===== config.mk =====
export PLATFORM = sky130hd
export DESIGN_NAME = netlink_frame
export DESIGN_NICKNAME = d
export VERILOG_FILES = /design/src/design/netlink_pkg.sv /design/src/design/byte_fifo_if.sv /design/src/design/byte_fifo.sv /design/src/design/netlink_frame.sv
export VERILOG_INCLUDE_DIRS = /design/src /design/src/design
export SDC_FILE = /design/constraint.sdc
export NUM_CORES = 1
export LEC_CHECK = 0
export BUFFER_PORTS_ARGS = -buffer_cell sky130_fd_sc_hd__clkbuf_2
export CAP_MARGIN = 20
export CORE_AREA = 10 10 230 232
export CTS_BUF_LIST = sky130_fd_sc_hd__clkbuf_8
export DETAILED_ROUTE_END_ITERATION = 10
export DIE_AREA = 0 0 240 242
export PLACE_DENSITY = 0.87
export SLEW_MARGIN = 10
export SYNTH_ARGS = -nofsm -noshare
export SYNTH_HDL_FRONTEND = slang
export SYNTH_SLANG_ARGS = --single-unit

===== constraint.sdc =====
create_clock -name clk -period 4.8 [get_ports clk]
set_input_delay 0.48 -clock clk [delete_from_list [all_inputs] [get_ports clk]]
set_output_delay 0.48 -clock clk [all_outputs]
set_load 0.01 [all_outputs]

===== src/design/netlink_cfg.svh =====
/*
 * Constants of the control-network link block: register indices, field positions,
 * reset values and buffer sizes.
 * Assumes it is included by its bare name from every file that needs a constant.
 */
`ifndef NETLINK_CFG_SVH
`define NETLINK_CFG_SVH

////////////////////////////////////////////////////////////////////////////////
// configuration register indices on the cfgIndex port
`define IDX_MODE          5'h00
`define IDX_BAUD          5'h01
`define IDX_RX_TIMEOUT    5'h02
`define IDX_TIMEGUARD     5'h03
`define IDX_BIT_RATIO     5'h04
`define IDX_IR_FILTER     5'h05
`define IDX_MANCHESTER    5'h06
`define IDX_LINK_MODE     5'h07
`define IDX_BETA1_TX      5'h08
`define IDX_BETA1_RX      5'h09
`define IDX_PRIORITY      5'h0A
`define IDX_IDT_TX        5'h0B
`define IDX_IDT_RX        5'h0C
`define IDX_CHIP_DIFF     5'h0D
`define IDX_DATA_LENGTH   5'h0E
`define IDX_PROT_MODE     5'h0F
`define IDX_PROT_STATUS   5'h10
`define NUM_PROTECTED     14
`define NUM_CFG           15

////////////////////////////////////////////////////////////////////////////////
// field positions
`define MODE_CHMODE_LSB   14
`define LMODE_TERM_BIT    5
`define LMODE_LENBUF_BIT  8
`define PMODE_LOCK_BIT    0
`define PSTAT_SRC_LSB     8

////////////////////////////////////////////////////////////////////////////////
// reset values
`define RST_BIT_RATIO     32'h0000_0174
`define RST_MANCHESTER    32'hB001_1004
`define RST_ZERO          32'h0000_0000

////////////////////////////////////////////////////////////////////////////////
// transmit buffer
`define TXBUF_WIDTH       8
`define TXBUF_DEPTH       16

`endif


===== src/design/netlink_pkg.sv =====
/*
 * Types shared by the link block and its transmit buffer.
 * Assumes nothing beyond a SystemVerilog compiler.
 */
package netlink_pkg;
    // channel test modes, in mode-register encoding order
    typedef enum logic [1:0] {CH_NORMAL, CH_ECHO, CH_LOCAL, CH_REMOTE} chan_mode_type;
    // transmit frame sequencer
    typedef enum logic [2:0] {TX_IDLE, TX_LEN, TX_DATA, TX_EOF, TX_WAIT, TX_HOLD} tx_state_type;
endpackage

===== src/design/byte_fifo_if.sv =====
/*
 * Carrier between the link block and its transmit buffer: a push side and a
 * pop side, each with valid and ready.
 * Assumes both ends run on the same clock.
 */
`timescale 1ns/1ps
interface byte_fifo_if #(parameter int WIDTH = 8);
    logic             pushValid;  // writer offers a word
    logic             pushReady;  // buffer has room
    logic [WIDTH-1:0] pushData;   // word offered
    logic             popValid;   // buffer holds a word
    logic             popReady;   // reader takes the word
    logic [WIDTH-1:0] popData;    // oldest word
    logic             flush;      // drop everything held

    modport buffer (input pushValid, pushData, popReady, flush, output pushReady, popValid, popData);
    modport user   (output pushValid, pushData, popReady, flush, input pushReady, popValid, popData);
endinterface


===== src/design/byte_fifo.sv =====
/*
 * Transmit byte buffer: flip-flop storage addressed by read and write indices.
 * Assumes a single clock; full and empty are exact, no word is lost or duplicated.
 */
`timescale 1ns/1ps
`include "netlink_cfg.svh"
module byte_fifo #(
    parameter int WIDTH = `TXBUF_WIDTH,
    parameter int DEPTH = `TXBUF_DEPTH
) (
    input  wire logic clk,
    input  wire logic rst_n,
    byte_fifo_if.buffer port
);
    import netlink_pkg::*;
    localparam int AW = $clog2(DEPTH);

    typedef struct packed {
        logic [DEPTH-1:0][WIDTH-1:0] mem;   // storage
        logic [AW-1:0]               rdIdx; // oldest word
        logic [AW-1:0]               wrIdx; // next free slot
        logic [AW:0]                 count; // words held
    } fifo_state_type;

    fifo_state_type s_r;   // registered state
    fifo_state_type s_nxt; // next state

    logic doPush; // word accepted this cycle
    logic doPop;  // word removed this cycle

    // index advance with wrap, shared by both pointers
    function automatic logic [AW-1:0] advance(input logic [AW-1:0] idx);
        if (idx == AW'(DEPTH - 1)) begin
            return '0;
        end
        return idx + AW'(1);
    endfunction

    ////////////////////////////////////////////////////////////////////////////
    // handshake outputs straight from the count
    assign port.pushReady = (s_r.count != (AW + 1)'(DEPTH));
    assign port.popValid  = (s_r.count != '0);
    assign port.popData   = s_r.mem[s_r.rdIdx];
    assign doPush = port.pushValid && port.pushReady && !port.flush;
    assign doPop  = port.popValid && port.popReady;

    ////////////////////////////////////////////////////////////////////////////
    // next state
    always_comb begin
        s_nxt = s_r;
        if (port.flush) begin
            // flush only drops what is held; a push in the same cycle is refused
            s_nxt.rdIdx = '0;
            s_nxt.wrIdx = '0;
            s_nxt.count = '0;
        end else begin
            if (doPush) begin
                s_nxt.mem[s_r.wrIdx] = port.pushData;
                s_nxt.wrIdx = advance(s_r.wrIdx);
            end
            if (doPop) begin
                s_nxt.rdIdx = advance(s_r.rdIdx);
            end
            if (doPush && !doPop) begin
                s_nxt.count = s_r.count + (AW + 1)'(1);
            end else if (doPop && !doPush) begin
                s_nxt.count = s_r.count - (AW + 1)'(1);
            end
        end
    end

    ////////////////////////////////////////////////////////////////////////////
    // state register
    always_ff @(posedge clk or negedge rst_n) begin
        if (!rst_n) begin
            s_r <= '0;
        end else begin
            s_r <= s_nxt;
        end
    end
endmodule


===== src/design/netlink_frame.sv =====
/*
 * Control-network link frame block: transmit sequencing from a byte buffer,
 * receive holding, early termination on collision, channel test modes and
 * write protection of the configuration registers.
 * Assumes an outside Manchester coder/decoder, collision detector and a
 * software or DMA writer on the plain register ports; all inputs synchronous to clk.
 */
//
// Overview of operation
// - frame-sent flag rises after whole frame
// - frame-received flag rises at frame end
// - ready flags serve as DMA request triggers
// - length-in-buffer mode takes length from stream
// - link header is first byte of stream
// - transmission may stop before DMA end
// - early stop: end frame, hold ready, flags
// - ready held until collision flags cleared
// - normal mode: pins to receiver and transmitter
// - echo mode: receive pin copied to transmit
// - local loopback: transmitter feeds receiver, pin high
// - remote loopback: pins joined, engines disabled
// - write-lock bit protects configuration registers
// - blocked write sets flag and records source
// - reading protection status clears violation flag
// - fourteen configuration registers are protected
// - early-termination flag set on collision cut
// - status-clear command clears link error flags
//
`timescale 1ns/1ps
`include "netlink_cfg.svh"
module netlink_frame (
    input  wire logic                    clk,
    input  wire logic                    rst_n,
    // holding-register writes and reads
    input  wire logic                    txHoldingWrite,
    input  wire logic                    linkHeaderWrite,
    input  wire logic [7:0]              txByte,
    output logic                         tx_holding_ready,
    input  wire logic                    rxHoldingRead,
    output logic [7:0]                   rxByte,
    output logic                         rx_holding_ready,
    // configuration access
    input  wire logic                    cfgWrite,
    input  wire logic                    cfgRead,
    input  wire logic [4:0]              cfgIndex,
    input  wire logic [31:0]             cfgWriteData,
    output logic [31:0]                  cfgReadData,
    input  wire logic                    status_clear_cmd,
    // status
    output logic                         frame_tx_done,
    output logic                         frame_rx_done,
    output logic                         collision_flag,
    output logic                         early_termination_flag,
    output logic                         write_violation_flag,
    output logic [4:0]                   violation_source,
    output netlink_pkg::chan_mode_type   channelMode,
    output logic [31:0]                  manchester_config,
    output logic [31:0]                  linkModeConfig,
    // outside coder, decoder and collision detector
    output logic [7:0]                   coderByte,
    output logic                         coderValid,
    input  wire logic                    coderReady,
    output logic                         coderEndFrame,
    input  wire logic                    coderEndDone,
    input  wire logic                    coderTxBit,
    input  wire logic                    collisionDetected,
    input  wire logic [7:0]              decoderByte,
    input  wire logic                    decoderValid,
    input  wire logic                    decoderEndFrame,
    output logic                         receiverBit,
    output logic                         transmitterEnabled,
    output logic                         receiverEnabled,
    // serial line
    input  wire logic                    rxdPin,
    output logic                         txdPin
);
    import netlink_pkg::*;

    typedef struct packed {
        tx_state_type                      txState;   // frame sequencer
        logic [7:0]                        txCount;   // payload bytes still to send
        logic [7:0]                        outByte;   // byte offered to the coder
        logic                              outValid;  // offer pending
        logic                              endPulse;  // end-of-frame request
        logic                              txDone;    // frame sent
        logic                              rxDone;    // frame received
        logic                              collision; // collision seen
        logic                              earlyTerm; // frame cut short
        logic [7:0]                        rxHold;    // received byte
        logic                              rxReady;   // received byte waiting
        logic                              violation; // blocked write seen
        logic [4:0]                        violSrc;   // register of blocked write
        logic                              lockOn;    // write lock enabled
        logic [`NUM_CFG-1:0][31:0]         cfg;       // configuration registers
        logic [31:0]                       readData;  // configuration read answer
        logic                              txdOut;    // line output
        logic                              recvOut;   // receiver input
    } state_type;

    state_type s_r;   // registered state
    state_type s_nxt; // next state

    byte_fifo_if #(.WIDTH(`TXBUF_WIDTH)) txBuf ();

    chan_mode_type modeSel;  // decoded channel mode
    logic          lenInBuf; // length travels in the byte stream
    logic          termOn;   // collision ends the frame
    logic          txOn;     // transmitter has effect
    logic          rxOn;     // receiver has effect
    logic          coderFree; // coder can take a new byte

    // registers covered by the write lock
    function automatic logic isProtected(input logic [4:0] idx);
        return idx < 5'(`NUM_PROTECTED);
    endfunction

    ////////////////////////////////////////////////////////////////////////////
    // transmit buffer
    byte_fifo #(
        .WIDTH (`TXBUF_WIDTH),
        .DEPTH (`TXBUF_DEPTH)
    ) txFifo (
        .clk   (clk),
        .rst_n (rst_n),
        .port  (txBuf.buffer)
    );

    ////////////////////////////////////////////////////////////////////////////
    // configuration decode
    assign modeSel   = chan_mode_type'(s_r.cfg[`IDX_MODE][`MODE_CHMODE_LSB +: 2]);
    assign lenInBuf  = s_r.cfg[`IDX_LINK_MODE][`LMODE_LENBUF_BIT];
    assign termOn    = s_r.cfg[`IDX_LINK_MODE][`LMODE_TERM_BIT];
    assign txOn      = (modeSel != CH_REMOTE);
    assign rxOn      = (modeSel != CH_REMOTE);
    assign coderFree = !s_r.outValid || coderReady;

    // header and payload share one stream, header first
    assign txBuf.pushValid = (txHoldingWrite || linkHeaderWrite) && (s_r.txState != TX_HOLD);
    assign txBuf.pushData  = txByte;
    // held buffer is drained so stale DMA bytes never reach a later frame
    assign txBuf.flush     = (s_r.txState == TX_HOLD);
    assign txBuf.popReady  = txOn && coderFree && !collisionDetected &&
                             ((s_r.txState == TX_IDLE) || (s_r.txState == TX_LEN) ||
                              (s_r.txState == TX_DATA));

    ////////////////////////////////////////////////////////////////////////////
    // outputs
    assign tx_holding_ready       = txBuf.pushReady && (s_r.txState != TX_HOLD);
    assign rx_holding_ready       = s_r.rxReady;
    assign rxByte                 = s_r.rxHold;
    assign cfgReadData            = s_r.readData;
    assign frame_tx_done          = s_r.txDone;
    assign frame_rx_done          = s_r.rxDone;
    assign collision_flag         = s_r.collision;
    assign early_termination_flag = s_r.earlyTerm;
    assign write_violation_flag   = s_r.violation;
    assign violation_source       = s_r.violSrc;
    assign channelMode            = modeSel;
    assign manchester_config      = s_r.cfg[`IDX_MANCHESTER];
    assign linkModeConfig         = s_r.cfg[`IDX_LINK_MODE];
    assign coderByte              = s_r.outByte;
    assign coderValid             = s_r.outValid;
    assign coderEndFrame          = s_r.endPulse;
    assign receiverBit            = s_r.recvOut;
    assign txdPin                 = s_r.txdOut;
    assign transmitterEnabled     = txOn;
    assign receiverEnabled        = rxOn;

    ////////////////////////////////////////////////////////////////////////////
    // next state
    always_comb begin
        s_nxt = s_r;
        s_nxt.endPulse = 1'b0;
        if (s_r.outValid && coderReady) begin
            s_nxt.outValid = 1'b0;
        end

        // status clear first so that any event below wins
        if (status_clear_cmd) begin
            s_nxt.txDone    = 1'b0;
            s_nxt.rxDone    = 1'b0;
            s_nxt.collision = 1'b0;
            s_nxt.earlyTerm = 1'b0;
        end

        // transmit frame sequencer
        unique case (s_r.txState)
            TX_IDLE: begin
                if (txBuf.popValid && txBuf.popReady) begin
                    // first stream byte is the link header
                    s_nxt.outByte  = txBuf.popData;
                    s_nxt.outValid = 1'b1;
                    s_nxt.txCount  = s_r.cfg[`IDX_DATA_LENGTH][7:0];
                    if (lenInBuf) begin
                        s_nxt.txState = TX_LEN;
                    end else if (s_r.cfg[`IDX_DATA_LENGTH][7:0] == 8'h00) begin
                        s_nxt.txState = TX_EOF;
                    end else begin
                        s_nxt.txState = TX_DATA;
                    end
                end
            end
            TX_LEN: begin
                // length byte steers the count and is not sent on the line
                if (txBuf.popValid && txBuf.popReady) begin
                    s_nxt.txCount = txBuf.popData;
                    s_nxt.txState = (txBuf.popData == 8'h00) ? TX_EOF : TX_DATA;
                end
            end
            TX_DATA: begin
                if (txBuf.popValid && txBuf.popReady) begin
                    s_nxt.outByte  = txBuf.popData;
                    s_nxt.outValid = 1'b1;
                    s_nxt.txCount  = s_r.txCount - 8'h01;
                    if (s_r.txCount == 8'h01) begin
                        s_nxt.txState = TX_EOF;
                    end
                end
            end
            TX_EOF: begin
                // end condition only once the last byte left for the coder
                if (coderFree) begin
                    s_nxt.endPulse = 1'b1;
                    s_nxt.txState  = TX_WAIT;
                end
            end
            TX_WAIT: begin
                if (coderEndDone) begin
                    s_nxt.txDone  = 1'b1;
                    s_nxt.txState = TX_IDLE;
                end
            end
            TX_HOLD: begin
                // ready stays low until both flags are gone
                if (!s_r.collision && !s_r.earlyTerm) begin
                    s_nxt.txState = TX_IDLE;
                end
            end
            default: begin
                s_nxt.txState = TX_IDLE;
            end
        endcase

        // collision reporting and early termination
        if (collisionDetected && txOn) begin
            s_nxt.collision = 1'b1;
            if (termOn && (s_r.txState != TX_IDLE) && (s_r.txState != TX_HOLD)) begin
                // cut the frame; DMA transfer ends short of its count
                s_nxt.outValid  = 1'b0;
                s_nxt.endPulse  = 1'b1;
                s_nxt.txDone    = 1'b1;
                s_nxt.earlyTerm = 1'b1;
                s_nxt.txState   = TX_HOLD;
            end
        end

        // receive holding register; a new byte wins over a read
        if (rxHoldingRead) begin
            s_nxt.rxReady = 1'b0;
        end
        if (decoderValid && rxOn) begin
            s_nxt.rxHold  = decoderByte;
            s_nxt.rxReady = 1'b1;
        end
        if (decoderEndFrame && rxOn) begin
            s_nxt.rxDone = 1'b1;
        end

        // configuration reads; status read clears the violation
        if (cfgRead) begin
            if (cfgIndex == `IDX_PROT_STATUS) begin
                s_nxt.readData = {16'h0000, 3'b000, s_r.violSrc, 7'b0000000, s_r.violation};
                s_nxt.violation = 1'b0;
            end else if (cfgIndex == `IDX_PROT_MODE) begin
                s_nxt.readData = {31'h0000_0000, s_r.lockOn};
            end else if (cfgIndex < 5'(`NUM_CFG)) begin
                s_nxt.readData = s_r.cfg[cfgIndex];
            end else begin
                s_nxt.readData = `RST_ZERO;
            end
        end

        // configuration writes under the lock
        if (cfgWrite) begin
            if (cfgIndex == `IDX_PROT_MODE) begin
                s_nxt.lockOn = cfgWriteData[`PMODE_LOCK_BIT];
            end else if (s_r.lockOn && isProtected(cfgIndex)) begin
                // write dropped, old contents kept
                s_nxt.violation = 1'b1;
                s_nxt.violSrc   = cfgIndex;
            end else if (cfgIndex < 5'(`NUM_CFG)) begin
                s_nxt.cfg[cfgIndex] = cfgWriteData;
            end
        end

        // channel test modes
        unique case (modeSel)
            CH_NORMAL: begin
                s_nxt.recvOut = rxdPin;
                s_nxt.txdOut  = coderTxBit;
            end
            CH_ECHO: begin
                s_nxt.recvOut = rxdPin;
                s_nxt.txdOut  = rxdPin;
            end
            CH_LOCAL: begin
                s_nxt.recvOut = coderTxBit;
                s_nxt.txdOut  = 1'b1;
            end
            CH_REMOTE: begin
                s_nxt.recvOut = 1'b1;
                s_nxt.txdOut  = rxdPin;
            end
        endcase
    end

    ////////////////////////////////////////////////////////////////////////////
    // state register; line idles high
    always_ff @(posedge clk or negedge rst_n) begin
        if (!rst_n) begin
            s_r                           <= '0;
            s_r.txState                   <= TX_IDLE;
            s_r.cfg[`IDX_BIT_RATIO]       <= `RST_BIT_RATIO;
            s_r.cfg[`IDX_MANCHESTER]      <= `RST_MANCHESTER;
            s_r.txdOut                    <= 1'b1;
            s_r.recvOut                   <= 1'b1;
        end else begin
            s_r <= s_nxt;
        end
    end
endmodule


==> impl_metrics.env, run 1 <==
export IMPL_worst_ep_required_time_ps=5380
export IMPL_avgRoutedWirePerCell_um=25.5
export IMPL_final_util_pct=73.5
export IMPL_cts_repair_resized=0
export IMPL_finalCriticalPeriod_ps=3340
export IMPL_worst_setup_path_type="reg2reg"
export IMPL_path_clk_slew_ps=60
export IMPL_worstMarginPinSlew_ps=1120
export IMPL_fin_skew_ps=29.6
export IMPL_die_h_um=242
export IMPL_root_buffer="clkbuf_8"
export IMPL_dr_pass1_iters=8
export IMPL_drc=0
export IMPL_critPathArrivalTime_ps=3920
export IMPL_critPathLaunch="channelMode[0]"
export IMPL_power_leakage_uw=0.0165
export IMPL_synth_adder_area_share_pct=0.445
export IMPL_synth_compound_area_share_pct=3.24
export IMPL_fmax_mhz=299
export IMPL_antenna_found_initial=4
export IMPL_areaGrowthSynthToFinish_pct=9.24
export IMPL_synth_simple_area_share_pct=3.16
export IMPL_ant_nets=0
export IMPL_maxCapViolCount=0
export IMPL_pwr_share_seq_pct=46.5
export IMPL_rsz0062_at_grt="no"
export IMPL_crit_path_end="txFifo.s_r[4]"
export IMPL_num_io_pins=200
export IMPL_ir_drop_uv=398
export IMPL_fin_nets=2392
export IMPL_portBuffers=199
export IMPL_swShare_pct=30.4
export IMPL_vias_per_cell=6.47
export IMPL_synth_commonest_cells="683 x dfrtp_1, 624 x mux2_2, 146 x mux4_2"
export IMPL_vias=19600
export IMPL_nFillCells=2900
export IMPL_path_depth=10
export IMPL_gp_congestion=0.865
export IMPL_ys_warn_count=0
export IMPL_power_density_nw_per_um2=513
export IMPL_ys_async_sr_fraction_pct=100
export IMPL_avgSynthCellArea_um2=14.6
export IMPL_synth_area_mux_share_pct=33.9
export IMPL_first_global_vias=21000
export IMPL_clockBufferDepth=3
export IMPL_synth_top_area_cell="dfrtp_1"
export IMPL_ff2ff_setup_slack_ps=1460
export IMPL_r2r_end="txFifo.s_r[4]"
export IMPL_htreeDepth=3
export IMPL_netlist_area_um2=32600
export IMPL_cpMostUsedCell="inv_1"
export IMPL_reg2reg_from="channelMode[0]"
export IMPL_worst_path_max_delay_cell="o21ai_0"
export IMPL_p_clk_share_pct=27.5
export IMPL_tns_ps=0
export IMPL_p_int_uw=12700
export IMPL_grt_pass1_wl_mm=122
export IMPL_synthXorXnorAreaFrac_pct=0.215
export IMPL_fin_crit_sh_pct=69.7
export IMPL_synth_seq_cells=696
export IMPL_maxSlewViolCount=0
export IMPL_grt_util_all_layers_pct=26.9
export IMPL_start_util_pct=67.3
export IMPL_final_hold_viol_count=0
export IMPL_drtIter0Drc=1541
export IMPL_cp_slowest_stage_delay_ps=600
export IMPL_synth_area_leaders="dfrtp_1 52%, mux2_2 22%, mux4_2 10%"
export IMPL_worst_path_buf_inv=2
export IMPL_critPathLaunchType="flop"
export IMPL_clock_latency_ps=710
export IMPL_cts_tree="built"
export IMPL_yosysSeqAreaShare_pct=53.5
export IMPL_critPathTopFamily="compound AO/OA/AOI/OAI gates"
export IMPL_crit_chain="nand2_1 -> o2111ai_1 -> o21ai_0 -> inv_1 -> fa_1 -> inv_1 -> a21o_1 -> a21oi_1 -> mux2i_1 -> o221ai_1"
export IMPL_comb_power_share_pct=26.0
export IMPL_cts_buffers=110
export IMPL_row_count=81
export IMPL_setup_viol=0
export IMPL_coreArea_um2=48400
export IMPL_cp_end_kind="flop"
export IMPL_synth_distinct_cells=61
export IMPL_netSwitchingPower_uw=5540
export IMPL_synth_most_common_cell="dfrtp_1"
export IMPL_status="completed"
export IMPL_syn_inst=2236
export IMPL_critPathMaxFanout=10
export IMPL_overflow=0
export IMPL_synth_edf_count=0
export IMPL_die_area_um2=58100
export IMPL_die_x_um=240
export IMPL_holdCritPathClass="in2reg"
export IMPL_relSlewSlack_pct=25.0
export IMPL_final_layout_size_suffix_gt1_share_pct=49.6
export IMPL_hpwl_mm=48.5
export IMPL_wirelength_mm=77.3
export IMPL_syn_nets=2315
export IMPL_yosysTopAreaCellShare_pct=52.4
export IMPL_synth_flop_cell="dfrtp_1"
export IMPL_grt_start_max_net_pins=146
export IMPL_synth_top_family_by_area="multiplexers"
export IMPL_rr_worst_depth=10
export IMPL_cts_sinks=696
[registers in the layout, indices dropped and copies added, names as in the netlist, 2 cells and up]
name / flops
violation_source: 5
channelMode: 2
manchester_config: 32
cfgReadData: 32
s_r: 426
coderByte: 8
linkModeConfig: 32
rxByte: 8
txFifo.s_r: 141
[worst register-to-register path, stage by stage (launching register included)]
cell	delay [ps]
dfrtp_1	480
nand2_1	500
o2111ai_1	350
o21ai_0	600
inv_1	200
fa_1	500
inv_1	80
a21o_1	100
a21oi_1	90
mux2i_1	170
o221ai_1	140
[routing by layer]
layer	vias to the layer above	share of wire [%]	GRT usage [%]
met2	780	50	43.7
met4	2	3.6	11.0
li1	8273	-	-
met1	10300	39	34.5
met3	189	7.1	6.13
met5	-	0.022	0
[kinds of logic after synthesis]
group / count (synthesis)
fa+ha+maj: 11
mux: 821
simple gates: 211
compound gates: 158
flops: 696
buf+inv: 331
xor+xnor: 8
[power groups by stage]
stage | clock, µW | combinational [µW] | sequential, µW
after floorplan | 0 | 3890 | 8040
after global placement | 0 | 4480 | 8360
after detailed placement | 0 | 4690 | 8530
after CTS | 5070 | 4750 | 8450
after global routing | 5370 | 5130 | 8640
final | 5020 | 4740 | 8490
[stage by stage]
stage,cells,power [µW],hold WS [ps],setup slack [ps],instance area [µm²]
after floorplan,2236,11900,184,2060,32600
after global placement,2805,12800,465,1420,33200
after detailed placement,2806,13200,479,1380,33200
after CTS,3024,18300,68.5,1430,35600
after global routing,3028,19100,107,1230,35600
final,3028,18300,129,1460,35600
[layout make-up]
| class | count | area, µm² | area share [%] |
|---|---|---|---|
| clock buffer | 140 | 1930 | 5.41 |
| sequential | 696 | 17400 | 49.0 |
| multi-input combinational | 1209 | 13400 | 37.7 |
| tap | 622 | 778 | 2.19 |
| inverter | 44 | 165 | 0.464 |
| antenna | 3 | 7.51 | 0.0211 |
| clock inverter | 62 | 309 | 0.868 |
| timing repair buffer | 252 | 1550 | 4.36 |
[worst min path at each step]
stage	from	slack, ps	to	cells after the start
finish	collisionDetected	130	collision_flag	3
global route	cfgWrite	110	s_r[514]	3
CTS	collisionDetected	70	collision_flag	3
detailed placement	s_r[421]	480	s_r[421]	1
global placement	rx_holding_ready	470	rx_holding_ready	1
floorplan	rst_n	180	cfgReadData[0]	0
[cells in the final DEF, fill, tap and decap left out, types with 3 or more instances in the layout]
cell type,Yosys,final
mux4_1,14,14
a221oi_1,7,7
mux2_1,3,3
nand2b_1,4,4
a22o_1,3,3
o2bb2ai_1,30,30
o31ai_1,3,3
dfrtp_1,683,681
ha_1,10,10
a21o_1,12,12
a22oi_1,12,12
a31oi_1,3,3
o21ai_0,53,53
a21oi_1,22,22
clkbuf_8,0,141
nor3b_1,5,4
nand4_1,4,4
dlygate4sd3_1,0,16
nor2b_1,12,10
and2_1,4,4
nand3_2,0,4
mux2i_1,34,34
and4_1,5,4
xnor2_1,6,6
dfstp_2,13,13
nand2_1,91,90
nor2_1,27,26
inv_1,44,94
clkbuf_2,0,196
nand3b_1,3,3
nor3_1,7,6
nor4_1,5,5
clkinv_2,0,7
or2_2,4,4
mux4_2,146,146
buf_4,125,29
nand3_1,29,25
mux2_2,624,624
buf_12,1,8
diode_2,0,3
[repair_timing]
action | CTS | global route
setup buffers | 0 | 0
hold endpoints to repair | 135 | 0
hold buffers | 16 | 0
(Power assumes the default switching activity.)
==> inputs of run 2 (changes only) <==
- CORE_AREA: 10 10 230 232 -> 10 10 239 241
- DIE_AREA: 0 0 240 242 -> 0 0 249 251
- PLACE_DENSITY: 0.87 -> 0.82
- clock period: 4.8 -> 3.3 ns (I/O delays scaled with it)
==> run 2 against run 1 <==
Compared with the run above: sequential cell count did not move; combinational power is 50% higher; global-route usage fell by 2.0 points; total power grew 47%; critical endpoint unchanged; worst hold slack got worse by 74 ps; cell area up 1.6%.
==> impl_metrics.env, run 2 (synthesized netlist as in run 1, its figures left out) <==
export IMPL_rsz0062_at_grt="no"
export IMPL_hpwl_mm=49.7
export IMPL_finalPower_uw=26900
export IMPL_tns_ps=0
export IMPL_wirelength_mm=77.7
export IMPL_holdCritPathClass="in2reg"
export IMPL_drtIter0Drc=1377
export IMPL_critPathArrivalTime_ps=3540
export IMPL_largest_reg_flops=426
export IMPL_final_util_pct=69.3
export IMPL_ir_drop_uv=532
export IMPL_maxSlewViolCount=0
export IMPL_critPathLaunchType="flop"
export IMPL_grt_util_all_layers_pct=24.9
export IMPL_vias=19500
export IMPL_fin_cells=3130
export IMPL_antenna_found_initial=3
export IMPL_top_register="s_r"
export IMPL_gp_congestion=0.881
export IMPL_cts_repair_resized=0
export IMPL_die_area_um2=62500
export IMPL_path_clk_slew_ps=60
export IMPL_comb_power_share_pct=26.5
export IMPL_p_clk_share_pct=28.4
export IMPL_ff2ff_setup_slack_ps=340
export IMPL_dp_cells=2904
export IMPL_row_count=84
export IMPL_power_leakage_uw=0.0167
export IMPL_grt_start_max_net_pins=88
export IMPL_relSlewSlack_pct=48.4
export IMPL_num_io_pins=200
export IMPL_swShare_pct=29.8
export IMPL_die_h_um=251
export IMPL_portBuffers=199
export IMPL_final_cell_mix="682 x dfrtp_1, 624 x mux2_2, 196 x clkbuf_2"
export IMPL_post_cts_setup_buffers=0
export IMPL_maxCapViolCount=0
export IMPL_fin_crit_sh_pct=89.7
export IMPL_dr_pass1_iters=7
export IMPL_worst_ep_required_time_ps=3880
export IMPL_critPathMaxFanout=5
export IMPL_die_x_um=249
export IMPL_setup_viol=0
export IMPL_ant_nets=0
export IMPL_status="completed"
export IMPL_power_density_nw_per_um2=743
export IMPL_overflow=0
export IMPL_cts_tree="built"
export IMPL_cts_buffers=112
export IMPL_vias_per_cell=6.23
export IMPL_coreArea_um2=52200
export IMPL_worstMarginPinSlew_ps=773
export IMPL_final_hold_viol_count=0
export IMPL_start_util_pct=62.4
export IMPL_fmax_mhz=338
export IMPL_clock_latency_ps=730
export IMPL_clockBufferDepth=3
export IMPL_hold_ws_ps=55.4
export IMPL_fin_skew_ps=33.0
export IMPL_root_buffer="clkbuf_8"
export IMPL_areaGrowthSynthToFinish_pct=11.0
export IMPL_drc=0
export IMPL_worst_setup_path_type="reg2reg"
export IMPL_grt_pass1_wl_mm=123
export IMPL_netSwitchingPower_uw=8020
export IMPL_nFillCells=3449
export IMPL_cp_end_kind="flop"
export IMPL_avgRoutedWirePerCell_um=24.8
export IMPL_cts_sinks=696
export IMPL_first_global_vias=21100
export IMPL_fin_nets=2429
export IMPL_top_regs="s_r (426), txFifo.s_r (141)"
export IMPL_final_layout_size_suffix_gt1_share_pct=50.8
export IMPL_p_int_uw=18800
export IMPL_htreeDepth=3
export IMPL_finalCriticalPeriod_ps=2960
export IMPL_pwr_share_seq_pct=45.2
export IMPL_layout_commonest_cell="dfrtp_1"
[run 2: path summary, 6_finish.rpt]
kind / startpoint / end / depth (start not counted)
setup / recovery: txFifo.s_r[1] / txFifo.s_r[4] / 10
hold / removal: cfgIndex[4] / cfgReadData[3] / 4
max in group asynchronous: rst_n / s_r[164] / 3
hold reg to reg: coderByte[7] / coderByte[7] / 2
setup reg to reg: txFifo.s_r[1] / txFifo.s_r[4] / 10
min in group asynchronous: rst_n / manchester_config[18] / 2
[run 2: per-stage QoR]
step	setup slack (ps)	cell area, µm²
CTS	312	36200
global placement	467	33600
global route	116	36200
finish	340	36200
floorplan	560	32600
detailed placement	344	33600
[run 2: routing by layer]
metal	share of wire (%)	vias up	global-route usage, %
li1	-	8339	-
met1	41	10400	31.2
met2	51	597	42.1
met3	5.6	145	5.03
met4	3.0	2	9.69
met5	0.017	-	0
[run 2: repair_timing]
item | CTS | global route
hold buffers | 20 | 0
setup endpoints to repair | 0 | 0
endpoints found under the hold margin | 73 | 0
[run 2: final cells by class]
| class | instances | area [µm²] | area share (%) |
|---|---|---|---|
| Clock inverter | 59 | 358 | 0.989 |
| Antenna cell | 2 | 5.00 | 0.0138 |
| Multi-Input combinational cell | 1209 | 13400 | 37.1 |
| Inverter | 44 | 165 | 0.457 |
| Clock buffer | 145 | 2000 | 5.52 |
| Timing Repair Buffer | 287 | 1920 | 5.31 |
| Sequential cell | 696 | 17400 | 48.2 |
| Tap cell | 688 | 861 | 2.38 |
[run 2: power groups by stage]
stage / clock network [µW] / registers (µW) / logic [µW]
after floorplan: 0 / 11700 / 5650
after global placement: 0 / 12000 / 6790
after detailed placement: 0 / 12200 / 7090
after CTS: 7750 / 12100 / 7150
after global routing: 8130 / 12400 / 7700
final: 7620 / 12100 / 7110
[run 2: worst max-delay path, cell delays in order, from the launching register on]
cell       delay [ps]
dfrtp_1           420
or4_1             580
o2111ai_1         240
o21ai_0           290
inv_1             210
fa_1              230
inv_1              50
a21o_1            170
a21oi_1           260
mux2i_1           240
o221ai_1          150
